**config.mk**
```make
export PLATFORM = sky130hd
export DESIGN_NAME = misa_top
export DESIGN_NICKNAME = d
export VERILOG_FILES = /design/src/design/misa_pkg.sv /design/src/design/misa_flag_if.sv /design/src/design/misa_top.sv /design/src/design/misa_flag_bank.sv
export SDC_FILE = /design/constraint.sdc
export NUM_CORES = 1
export LEC_CHECK = 0
export BUFFER_PORTS_ARGS = -buffer_cell sky130_fd_sc_hd__buf_2
export CAP_MARGIN = 40
export CORE_ASPECT_RATIO = 1.1
export CORE_UTILIZATION = 49
export DETAILED_ROUTE_END_ITERATION = 7
export PLACE_DENSITY = 0.93
export REMOVE_ABC_BUFFERS = 1
export SYNTH_ARGS = -nofsm -noshare
export SYNTH_HDL_FRONTEND = slang
export SYNTH_SLANG_ARGS = --single-unit
```
**constraint.sdc**
```tcl
create_clock -name clock -period 6.9 [get_ports clock]
set_input_delay 0.69 -clock clock [delete_from_list [all_inputs] [get_ports clock]]
set_output_delay 0.69 -clock clock [all_outputs]
set_load 0.01 [all_outputs]
```
**src/design/misa_pkg.sv**
```systemverilog
// Purpose: Shared constants for the interrupt source aggregator.
// Assumes: One bus clock; peripheral events arrive as one-cycle pulses.
// Notes: Flag indices name the internal sticky flags of the flag bank.
// Behaviour
// - Global mask blocks all maskable requests.
// - Fixed priority, zero most urgent.
// - Software trap always raises unmaskable interrupt.
// - Trap stacks PC; hardware stacks PC-1.
// - Breakpoint makes CPU execute software trap.
// - Low external pin latches pending request.
// - PLL lock change sets flag; enable gates.
// - Timer one wrap and channel 0/1 flags.
// - Timer two wrap and channel 0 flags.
// - SPI receive transfer sets receive-full flag.
// - SPI transmit transfer sets transmit-empty flag.
// - SPI select fault per master/slave mode.
// - SPI overflow when unread byte overwritten.
// - UART hand-off sets transmit-empty flag.
// - UART idle shifter and data set done unless break/idle busy.
// - UART received character sets receive-full flag.
// - Ten or eleven high bits set idle.
// - Four UART errors share one request.
// - Low keypad pin latches pending request.
// - ADC requests per conversion when enabled.
// - Tick flag on rollover, acknowledged by one.
// - Pending flags 1..16 in priority order.
// - Three read-only status bytes, reset zero.
package misa_pkg;
  // Sticky flag indices
  localparam int F_EXT = 0;
  localparam int F_PLL = 1;
  localparam int F_T1C0 = 2;
  localparam int F_T1C1 = 3;
  localparam int F_T1OV = 4;
  localparam int F_T2C0 = 5;
  localparam int F_T2OV = 6;
  localparam int F_SRX = 7;
  localparam int F_SOVR = 8;
  localparam int F_SMOD = 9;
  localparam int F_STX = 10;
  localparam int F_UOR = 11;
  localparam int F_UNF = 12;
  localparam int F_UFE = 13;
  localparam int F_UPE = 14;
  localparam int F_URX = 15;
  localparam int F_UIDL = 16;
  localparam int F_UTXE = 17;
  localparam int F_UTC = 18;
  localparam int F_KBD = 19;
  localparam int F_ADC = 20;
  localparam int F_TICK = 21;
  localparam int NFLAG = 22;
  // Pending flag numbering and priority
  localparam int IF_FIRST = 1;
  localparam int IF_LAST = 16;
  localparam int IF_RSVD = 7;
  localparam logic [4:0] PRIO_TRAP = 5'h00;
  // Status byte offsets
  localparam logic [15:0] STAT1_ADDR = 16'hFE04;
  localparam logic [15:0] STAT2_ADDR = 16'hFE05;
  localparam logic [15:0] STAT3_ADDR = 16'hFE06;
  localparam logic [7:0] STAT_RESET = 8'h00;
  // Idle line length in bit times
  localparam logic [3:0] IDLE_BITS_SHORT = 4'hA;
  localparam logic [3:0] IDLE_BITS_LONG = 4'hB;
  // Tick chain: width and first tap; stacked PC step; timer wrap count
  localparam int TICK_W = 18;
  localparam logic [4:0] TICK_TAP0 = 5'h03;
  localparam logic [15:0] PC_STEP = 16'h0001;
  localparam logic [15:0] TMR_WRAP = 16'h0000;
endpackage : misa_pkg

```
**src/design/misa_flag_if.sv**
```systemverilog
// Purpose: Carrier between the aggregator and its flag bank.
// Assumes: Set and clear are one-cycle pulses per flag.
// Notes: Flag outputs come straight from flip-flops.
`timescale 1ns/1ps
interface misa_flag_if #(parameter int N = 22);
  logic [N-1:0] set;
  logic [N-1:0] clr;
  logic [N-1:0] flag;
  modport bank (input set, input clr, output flag);
  modport user (output set, output clr, input flag);
endinterface : misa_flag_if

```
**src/design/misa_top.sv**
```systemverilog
// Purpose: Interrupt source aggregator between peripherals and CPU core.
// Assumes: Peripheral events are one-cycle pulses on the bus clock.
// Notes: Flags clear through flag_clr, the tick flag through tick_ack_bit; requests refresh every cycle.
`timescale 1ns/1ps
module misa_top #(
  parameter int TW = misa_pkg::TICK_W
) (
  // Clock and reset
  input wire logic clock,
  input wire logic rst_n,
  // CPU core side
  input wire logic global_mask,
  input wire logic soft_trap_instr,
  input wire logic cpu_ack,
  input wire logic [15:0] cpu_pc,
  output logic irq_req_r,
  output logic [4:0] irq_prio_r,
  output logic [15:0] stack_pc_r,
  output logic trap_insert_r,
  // Break unit
  input wire logic break_hit,
  // Flag clears and interrupt enables, indexed by flag
  input wire logic [misa_pkg::NFLAG-1:0] flag_clr,
  input wire logic [misa_pkg::NFLAG-1:0] irq_en,
  // External pins
  input wire logic ext_request_pin_n,
  input wire logic [4:0] keypad_pins_n,
  // Clock generator
  input wire logic pll_lock,
  // Timers
  input wire logic [1:0][15:0] tmr_count,
  input wire logic [1:0][15:0] tmr_modulo,
  input wire logic [2:0] tmr_chan_evt,
  // SPI
  input wire logic spi_byte_done,
  input wire logic spi_tx_load,
  input wire logic spi_master,
  input wire logic spi_busy,
  input wire logic spi_ss_n,
  input wire logic spi_select_fault_detect_en,
  // UART
  input wire logic uart_tx_load,
  input wire logic uart_tx_shift_empty,
  input wire logic uart_tx_data_empty,
  input wire logic uart_break_idle_busy,
  input wire logic uart_char_done,
  input wire logic uart_bit_tick,
  input wire logic uart_rxd,
  input wire logic uart_nine_bit,
  input wire logic uart_stop_tick,
  input wire logic uart_noise_evt,
  input wire logic uart_parity_evt,
  // ADC
  input wire logic adc_conv_done,
  input wire logic adc_data_read,
  // Periodic tick unit
  input wire logic tick_run,
  input wire logic [2:0] tick_rate_select,
  input wire logic tick_ack_bit,
  // Status outputs
  output logic [misa_pkg::NFLAG-1:0] periph_flags,
  output logic conv_done_flag,
  output logic [misa_pkg::IF_LAST:misa_pkg::IF_FIRST] source_pending_flags,
  output logic [7:0] int_status_1,
  output logic [7:0] int_status_2,
  output logic [7:0] int_status_3
);
  ////////////////////////////////////////////////////////////////////////////
  // Flag bank
  misa_flag_if #(.N(misa_pkg::NFLAG)) fl ();
  logic [misa_pkg::NFLAG-1:0] set_v;
  logic [misa_pkg::NFLAG-1:0] clr_v;

  misa_flag_bank #(.N(misa_pkg::NFLAG)) u_flags (
    .clock(clock),
    .rst_n(rst_n),
    .fl(fl.bank)
  );

  // Drive the carrier
  assign fl.set = set_v;
  assign fl.clr = clr_v;
  assign periph_flags = fl.flag;

  ////////////////////////////////////////////////////////////////////////////
  // Edge and history registers
  logic pll_q_r;
  logic ss_q_r;
  logic [1:0] tmr_match_r;
  logic [1:0] tmr_wrap;

  // Previous PLL lock and select levels
  always_ff @(posedge clock or negedge rst_n) begin
    if (!rst_n) begin
      pll_q_r <= 1'b0;
      ss_q_r <= 1'b1;
    end else begin
      pll_q_r <= pll_lock;
      ss_q_r <= spi_ss_n;
    end
  end

  // Timer wrap: counter reads zero right after matching modulo
  genvar t;
  generate
    for (t = 0; t < 2; t++) begin : g_tmr
      always_ff @(posedge clock or negedge rst_n) begin
        if (!rst_n) begin
          tmr_match_r[t] <= 1'b0;
        end else begin
          tmr_match_r[t] <= (tmr_count[t] == tmr_modulo[t]);
        end
      end
      assign tmr_wrap[t] = tmr_match_r[t] &&
                           (tmr_count[t] == misa_pkg::TMR_WRAP);
    end
  endgenerate

  ////////////////////////////////////////////////////////////////////////////
  // UART idle line counter
  logic [3:0] idle_cnt_r;
  logic [3:0] idle_target;
  logic idle_evt;

  assign idle_target = uart_nine_bit ? misa_pkg::IDLE_BITS_LONG
                                     : misa_pkg::IDLE_BITS_SHORT;
  assign idle_evt = uart_bit_tick && uart_rxd &&
                    (idle_cnt_r == idle_target - 4'h1);

  // Count consecutive high bits, saturate at the target
  always_ff @(posedge clock or negedge rst_n) begin
    if (!rst_n) begin
      idle_cnt_r <= 4'h0;
    end else if (uart_bit_tick) begin
      if (!uart_rxd) begin
        idle_cnt_r <= 4'h0;
      end else if (idle_cnt_r != idle_target) begin
        idle_cnt_r <= idle_cnt_r + 4'h1;
      end
    end
  end

  ////////////////////////////////////////////////////////////////////////////
  // Periodic tick counter chain
  logic [TW-1:0] tick_cnt_r;
  logic [TW-1:0] tick_mask;
  logic [4:0] tick_tap;
  logic tick_evt;

  assign tick_tap = misa_pkg::TICK_TAP0 + 5'({tick_rate_select, 1'b0});
  assign tick_mask = ~({TW{1'b1}} << tick_tap);
  assign tick_evt = tick_run && ((tick_cnt_r & tick_mask) == tick_mask);

  // Free counter while the tick unit runs
  always_ff @(posedge clock or negedge rst_n) begin
    if (!rst_n) begin
      tick_cnt_r <= '0;
    end else if (tick_run) begin
      tick_cnt_r <= tick_cnt_r + 1'b1;
    end else begin
      tick_cnt_r <= '0;
    end
  end

  ////////////////////////////////////////////////////////////////////////////
  // ADC completion status when interrupts are off
  always_ff @(posedge clock or negedge rst_n) begin
    if (!rst_n) begin
      conv_done_flag <= 1'b0;
    end else if (adc_conv_done && !irq_en[misa_pkg::F_ADC]) begin
      conv_done_flag <= 1'b1;
    end else if (adc_data_read || irq_en[misa_pkg::F_ADC]) begin
      conv_done_flag <= 1'b0;
    end
  end

  ////////////////////////////////////////////////////////////////////////////
  // Flag set terms
  always_comb begin
    set_v = '0;
    set_v[misa_pkg::F_EXT] = !ext_request_pin_n;
    set_v[misa_pkg::F_PLL] = (pll_lock != pll_q_r);
    set_v[misa_pkg::F_T1C0] = tmr_chan_evt[0];
    set_v[misa_pkg::F_T1C1] = tmr_chan_evt[1];
    set_v[misa_pkg::F_T1OV] = tmr_wrap[0];
    set_v[misa_pkg::F_T2C0] = tmr_chan_evt[2];
    set_v[misa_pkg::F_T2OV] = tmr_wrap[1];
    // Byte lands in receive register unless the last one is unread
    set_v[misa_pkg::F_SRX] = spi_byte_done &&
                             !fl.flag[misa_pkg::F_SRX];
    set_v[misa_pkg::F_SOVR] = spi_byte_done &&
                              fl.flag[misa_pkg::F_SRX];
    set_v[misa_pkg::F_SMOD] = spi_select_fault_detect_en &&
      (spi_master ? !spi_ss_n
                  : (spi_busy && spi_ss_n && !ss_q_r));
    set_v[misa_pkg::F_STX] = spi_tx_load;
    set_v[misa_pkg::F_UOR] = uart_char_done &&
                             fl.flag[misa_pkg::F_URX];
    set_v[misa_pkg::F_UNF] = uart_noise_evt;
    set_v[misa_pkg::F_UFE] = uart_stop_tick && !uart_rxd;
    set_v[misa_pkg::F_UPE] = uart_parity_evt;
    set_v[misa_pkg::F_URX] = uart_char_done &&
                             !fl.flag[misa_pkg::F_URX];
    set_v[misa_pkg::F_UIDL] = idle_evt;
    set_v[misa_pkg::F_UTXE] = uart_tx_load;
    set_v[misa_pkg::F_UTC] = uart_tx_shift_empty && uart_tx_data_empty &&
                             !uart_break_idle_busy;
    set_v[misa_pkg::F_KBD] = |(~keypad_pins_n);
    set_v[misa_pkg::F_ADC] = adc_conv_done &&
                             irq_en[misa_pkg::F_ADC];
    set_v[misa_pkg::F_TICK] = tick_evt;
  end

  // Flag clear terms; the tick flag clears by a one on its ack bit
  always_comb begin
    clr_v = flag_clr;
    clr_v[misa_pkg::F_TICK] = tick_ack_bit;
  end

  ////////////////////////////////////////////////////////////////////////////
  // Gated requests folded onto pending flag numbers
  logic [misa_pkg::NFLAG-1:0] req;
  logic [misa_pkg::IF_LAST:misa_pkg::IF_FIRST] pend;

  assign req = fl.flag & irq_en;

  always_comb begin
    pend = '0;
    pend[1] = req[misa_pkg::F_EXT];
    pend[2] = req[misa_pkg::F_PLL];
    pend[3] = req[misa_pkg::F_T1C0];
    pend[4] = req[misa_pkg::F_T1C1];
    pend[5] = req[misa_pkg::F_T1OV];
    pend[6] = req[misa_pkg::F_T2C0];
    pend[misa_pkg::IF_RSVD] = 1'b0;
    pend[8] = req[misa_pkg::F_T2OV];
    pend[9] = req[misa_pkg::F_SRX] | req[misa_pkg::F_SOVR] |
              req[misa_pkg::F_SMOD];
    pend[10] = req[misa_pkg::F_STX];
    pend[11] = req[misa_pkg::F_UOR] | req[misa_pkg::F_UNF] |
               req[misa_pkg::F_UFE] | req[misa_pkg::F_UPE];
    pend[12] = req[misa_pkg::F_URX] | req[misa_pkg::F_UIDL];
    pend[13] = req[misa_pkg::F_UTXE] | req[misa_pkg::F_UTC];
    pend[14] = req[misa_pkg::F_KBD];
    pend[15] = req[misa_pkg::F_ADC];
    pend[16] = req[misa_pkg::F_TICK];
  end

  // Most urgent pending number: smallest index wins
  logic [4:0] first_if;
  always_comb begin
    first_if = 5'h00;
    for (int i = misa_pkg::IF_LAST; i >= misa_pkg::IF_FIRST; i--) begin
      if (pend[i]) begin
        first_if = 5'(i);
      end
    end
  end

  ////////////////////////////////////////////////////////////////////////////
  // Software trap latch, also raised by the break unit
  logic trap_r;
  logic trap_nxt;

  assign trap_nxt = soft_trap_instr || break_hit || (trap_r &&
                    !(cpu_ack && irq_prio_r == misa_pkg::PRIO_TRAP));

  always_ff @(posedge clock or negedge rst_n) begin
    if (!rst_n) begin
      trap_r <= 1'b0;
    end else begin
      trap_r <= trap_nxt;
    end
  end

  // Break hit tells the CPU to run the trap instruction
  always_ff @(posedge clock or negedge rst_n) begin
    if (!rst_n) begin
      trap_insert_r <= 1'b0;
    end else begin
      trap_insert_r <= break_hit;
    end
  end

  ////////////////////////////////////////////////////////////////////////////
  // CPU request, priority and stacked PC
  always_ff @(posedge clock or negedge rst_n) begin
    if (!rst_n) begin
      irq_req_r <= 1'b0;
      irq_prio_r <= misa_pkg::PRIO_TRAP;
      stack_pc_r <= 16'h0000;
    end else if (trap_nxt) begin
      irq_req_r <= 1'b1;
      irq_prio_r <= misa_pkg::PRIO_TRAP;
      stack_pc_r <= cpu_pc;
    end else begin
      irq_req_r <= !global_mask && (|pend);
      irq_prio_r <= first_if;
      stack_pc_r <= cpu_pc - misa_pkg::PC_STEP;
    end
  end

  ////////////////////////////////////////////////////////////////////////////
  // Read-only status bytes, unused bits zero
  always_ff @(posedge clock or negedge rst_n) begin
    if (!rst_n) begin
      source_pending_flags <= '0;
      int_status_1 <= misa_pkg::STAT_RESET;
      int_status_2 <= misa_pkg::STAT_RESET;
      int_status_3 <= misa_pkg::STAT_RESET;
    end else begin
      source_pending_flags <= pend;
      int_status_1 <= {pend[6:1], 2'b00};
      int_status_2 <= pend[14:7];
      int_status_3 <= {6'h00, pend[16:15]};
    end
  end
endmodule : misa_top

```
**src/design/misa_flag_bank.sv**
```systemverilog
// Purpose: Bank of sticky event flags.
// Assumes: Set and clear sampled on the bus clock.
// Notes: A set in the clearing cycle keeps the flag.
`timescale 1ns/1ps
module misa_flag_bank #(
  parameter int N = 22
) (
  // Clock and reset
  input wire logic clock,
  input wire logic rst_n,
  // Flag carrier
  misa_flag_if.bank fl
);
  ////////////////////////////////////////////////////////////////////////////
  genvar g;
  generate
    for (g = 0; g < N; g++) begin : g_flag
      // Per-flag sticky store, set beats clear
      always_ff @(posedge clock or negedge rst_n) begin
        if (!rst_n) begin
          fl.flag[g] <= 1'b0;
        end else if (fl.set[g]) begin
          fl.flag[g] <= 1'b1;
        end else if (fl.clr[g]) begin
          fl.flag[g] <= 1'b0;
        end
      end
    end
  endgenerate
endmodule : misa_flag_bank

```
# After elaboration in Yosys (flattened, before gate mapping)
# Index checks and enable logic that the tools add are counted.
# word_totals
reg_bits	103
latch_bits	0
ram_bits	0
mem_bits_ro	0
in_bits	164
output_inout_bits	86
wordCells	192
memories	0
# op_classes
add_sub_neg	5
n_mul	0
div	0
n_lt_le_gt_ge	0
n_eq_ne	8
shift	1
mux	69
bitwise	11
n_reduce_logical	60
# op_table
operator	count
$mux W5	16
$mux W1	49
$reduce_bool A2 Y1	22
$eq A16 B16 Y1	2
$logic_not A16 Y1	2
$and A22 B22 Y22	1
$logic_and A1 B1 Y1	20
$add A18 B1 Y18 const B	1
$and A18 B18 Y18	1
$eq A18 B18 Y1	1
$mux W18	1
$not A18 Y18	1
$shl A18 B5 Y18 const A	1
$mux W16	1
$sub A16 B1 Y16 const B	1
$reduce_or A15 Y1	1
$logic_not A1 Y1	9
$mux W4	2
$or A1 B1 Y1	7
$add A2 B4 Y5 const A	1
$logic_not A5 Y1	1
$not A5 Y5	1
$reduce_or A5 Y1	1
$add A4 B1 Y4 const B	1
8 further kinds	10

# Logic depth before layout (Yosys ltp)
# depth
depth_word	17
mapped_depth	6

# By module
# From an unflattened synthesis, not the netlist that was laid out.
# hier_totals
hier_cells	469
area_unflattened_um2	4643.2
# by_module_without_submodules
module	n_inst	cells_each	area_each_um2
misa_top	1	403	3844.9
misa_flag_bank	1	66	798.3

# Worst setup path after synthesis
# No wires, ideal clock.
# synth_path
path_kind	input port to flip-flop
start	in irq_en[17] in the netlist's numbering
end	reg irq_req_r
setup_ps	129
arrival_ps	2326
required_ps	6771
slack_ps	4444
stages	4
path_buffers	0
cell_sequence	a22o_1 > or4_4 > or4_4 > o41a_1
# synth_via
elab_chain_cells	5
# synth_rtl
item	line_no	rtl
start, declared	misa_top.sv:24	input wire logic [misa_pkg::NFLAG-1:0] irq_en,
$and A22 B22 Y22	misa_top.sv:225	assign req = fl.flag & irq_en;
$or A1 B1 Y1	misa_top.sv:243	pend[13] = req[misa_pkg::F_UTXE] | req[misa_pkg::F_UTC];
$reduce_or A15 Y1	misa_top.sv:297	irq_req_r <= !global_mask && (|pend);
$logic_and A1 B1 Y1	misa_top.sv:297	
$mux W1	misa_top.sv:292	end else if (trap_nxt) begin
end signal, assigned	misa_top.sv:297	
end, declared	misa_top.sv:16	output logic irq_req_r,
# No other way between the ends.
# A chain may end at the register's enable or synchronous reset.

# Final worst setup path
# layout_path
start	in break_hit
end	reg stack_pc_r[12]
# layout_via
elab_chain_cells	3
# layout_rtl
item	line_no	rtl
start, declared	misa_top.sv:21	input wire logic break_hit,
$logic_or A1 B1 Y1 (2 in a row)	misa_top.sv:265	assign trap_nxt = soft_trap_instr || break_hit || (trap_r &&
named net trap_nxt	misa_top.sv:263	logic trap_nxt;
$mux W16	misa_top.sv:292	
end signal, assigned	misa_top.sv:295	stack_pc_r <= cpu_pc;
end signal, assigned	misa_top.sv:299	stack_pc_r <= cpu_pc - misa_pkg::PC_STEP;
end, declared	misa_top.sv:18	output logic [15:0] stack_pc_r,
# The timed path passes the listed nets, and every way through them passes these cells.

==> metrics <==
run status complete, no violations; register area share after synthesis 48.4%; Post-synth EDFFs 0; simple-gate area share of the yosys netlist between 10% and 20%; Filler cells 697; PD cells 191 mW/mm²; placer congestion estimate 0.888; CTS tree yes; largest family of logic cells by synthesized area simple AND/OR/NAND/NOR gates; DR iter-0 viols 115; Hold Crit Class in2async; Skew-Pair Late Insertion Delay ~0.35 ns; CTS Buffer Depth 2; Cells after Synth 456; top-area cell type share of the netlist area 47.8%; hpwl dp 10000 µm; pins over their slew limit 0; Cell Area, Synth 0.00456 mm²; Starting Density between 50% and 60%; Synth Area in XOR/XNOR 11.7%; clock sink total 88; syn_area_per_cell between 9 and 10 µm²; Area Overhead vs Synth 30.1%; Yosys reg bits 88; die width 93.9 µm; Critical Path End Type flip-flop; adder-cell share of the synthesized area ~1.6%; GRT Total Usage 25.9%; Post-CTS Hold Fix Bufs 0; GRT Max-Usage Layer met2; Main synth FF type dfrtp_1; DIE AREA 0.00969 mm²; met3 usage 4.57%; met1 Usage GRT a little under a third; Placement Setup Slack 4.09 ns; setup ws final 4.47 ns; Multi-input gate area between 0.002 and 0.0025 mm²; DRC 0; Antenna Nets Post-Route 0; worst vdd ir 0.106 mV; post-route clock skew about 0.012 ns; largest net degree at the start of global routing 50; CP required 7.14 ns; core region area 0.00896 mm²; Synth area leader dfrtp_1; WL/cell 15.4 µm; compound-gate portion of the synthesized area a little over a tenth; H-tree depth 3; met2 GRT Util 46.5%; DRT Pass-1 Iters 4; Worst Tran Pin Value 0.726 ns; Num CTS Buffers 9; Max FO, Critical Path 13; Synth async-reset ratio 100%; synth unique cells 47; Synth area leaders dfrtp_1 48%, xnor2_1 8.8%, buf_4 4.1%; IO Port Bufs 238; GRT overflow 0; DP Area 0.00574 mm²; Comb power frac 18.8%; f_max 0.412 GHz; unrepaired setup endpoints after global routing no; Critical Setup Path Class in2reg; Reg2Reg Setup Slack 4.58 ns; # IOs 250; Core Util, Final 66.1%; layout cell share with drive strength beyond 1 37.6%; # rows 36; clk slew on worst S/H paths 0.09 ns; Via Count 4254; Max-cap violations 0; Slew headroom between 50 and 60%; min cycle time layout around 2.4 ns; initial antenna violation count 1; nets 852; final instance area 0.00593 mm²; Die Y 103 µm; postcts setup bufs 0; final worst-path cycle share 35.2%; post-synthesis mux area share 0.439%; Leakage Power 0.00301 µW; vias in the first global route 4230; root buf cell clkbuf_8; first-pass GRT wire length 19300 µm; Pint 815 µW; Synth Warn # 0; Fin. Hold Viols 0; Startpoint Class input pin; Total Routed Length approximately 12000 µm; Seq. cell area approximately 0.0022 mm²; Psw between 300 and 400 µW; routed vias/inst 5.30; Sw Share 28.0%; critical path arrival 2.67 ns; Flop pwr share 50.3%; Setup-failing EPs final 0; cts repair resizes 0; setup_tns 0 ns; clock network fraction of design power 30.8%
-- stage by stage --
step | total power, µW | hold WS (ns) | std cells
after floorplan | 668 | 0.394 | 432
after global placement | 780 | 0.475 | 784
after detailed placement | 794 | 0.500 | 785
after CTS | 1140 | 0.315 | 801
after global routing | 1190 | 0.336 | 801
final | 1130 | 0.308 | 802
-- cells in the final DEF (no fill, tap or decap), types with 5 or more instances in the layout --
cell type,count
xor2_1,15
inv_1,35
xnor2_1,46
conb_1,10
nor2_1,13
nand2_1,34
clkbuf_8,9
or3_1,5
o22ai_1,5
ha_1,6
nand4_1,17
nand3_1,12
or4_1,5
buf_2,237
o21ai_0,14
dfrtp_1,87
nor3_1,12
nand2b_1,5
a21oi_1,13
a211oi_1,5
and2_1,16
a21o_1,10
nor2b_1,6
nor4_1,22
-- registers in the layout (all words and copies together) (netlist names) --
register	count
u_flags.fl.flag	22
int_status_3	2
pll_q_r	1
source_pending_flags	2
trap_r	1
irq_req_r	1
conv_done_flag	1
tick_cnt_r	18
stack_pc_r	16
ss_q_r	1
int_status_2	6
trap_insert_r	1
idle_cnt_r	4
tmr_match_r	2
irq_prio_r	5
int_status_1	5
-- per-layer routing --
| metal | part of all wire [%] | vias to the layer above | routed length [µm] |
|---|---|---|---|
| met5 | 0 | - | 0 |
| met3 | 5.4 | 31 | 672 |
| li1 | - | 2020 | - |
| met1 | 40 | 2004 | 4900 |
| met4 | 2.4 | 0 | 295 |
| met2 | 53 | 199 | 6480 |
-- worst max-delay path, cell delays in order --
cell and delay [ns]:
buf_2 0.13, nor4b_1 0.35, a21o_1 0.45, clkinv_1 0.32, or4_1 0.58, xnor2_1 0.14
-- layout make-up --
type	count	area share [%]
flip-flops and latches	88	37.2
inverters	36	2.28
well taps	114	2.41
repair buffers	239	20.6
clock inverters	4	0.908
multi-input cells	308	34.3
clock buffers	12	2.28
diodes	1	0.0422
-- synthesized netlist by cell type, types with 2 or more instances --
cell type,n
nor4_1,22
o21ai_0,14
mux2i_1,2
xnor2_1,46
o41ai_1,2
nor2b_1,6
o41a_1,2
nor3b_1,3
nor4b_1,3
dfrtp_1,87
or3_1,5
and2_1,16
xor2_1,15
a21boi_0,3
o2111ai_1,3
inv_1,35
a21o_1,10
ha_1,6
o22ai_1,5
a22oi_1,3
or4_4,2
nand2_1,34
a21oi_1,13
nand3_1,12
nand2b_1,5
nor2_1,13
buf_4,25
a211oi_1,5
nor3_1,12
or4_1,5
a22o_1,3
nand4_1,17
clkbuf_1,8
-- final timing paths --
kind                       depth (start not counted)                  to          start
setup / recovery                                   6      stack_pc_r[12]      break_hit
max in group asynchronous                          2              ss_q_r          rst_n
hold reg to reg                                    2  u_flags.fl.flag[1]        pll_q_r
setup reg to reg                                   5      stack_pc_r[12]  irq_prio_r[4]
hold / removal                                     1      stack_pc_r[10]          rst_n
min in group clock                                 1              ss_q_r       spi_ss_n
-- power groups by stage --
stage                     combinational (µW)  sequential (µW)  clock [µW]
final                                    213              570         349
after global routing                     236              573         380
after CTS                                215              570         358
after detailed placement                 214              579           0
after global placement                   203              577           0
after floorplan                         77.5              591           0
-- cell families after synthesis --
family,after synthesis
adders and majority gates,6
and+or+nand+nor,158
AOI/OAI and AO/OA,71
other,1
xor gates and xnor gates,61
DFF,88
muxes,2
buffers and inverters,69
Power figures use the tool's default switching activity.
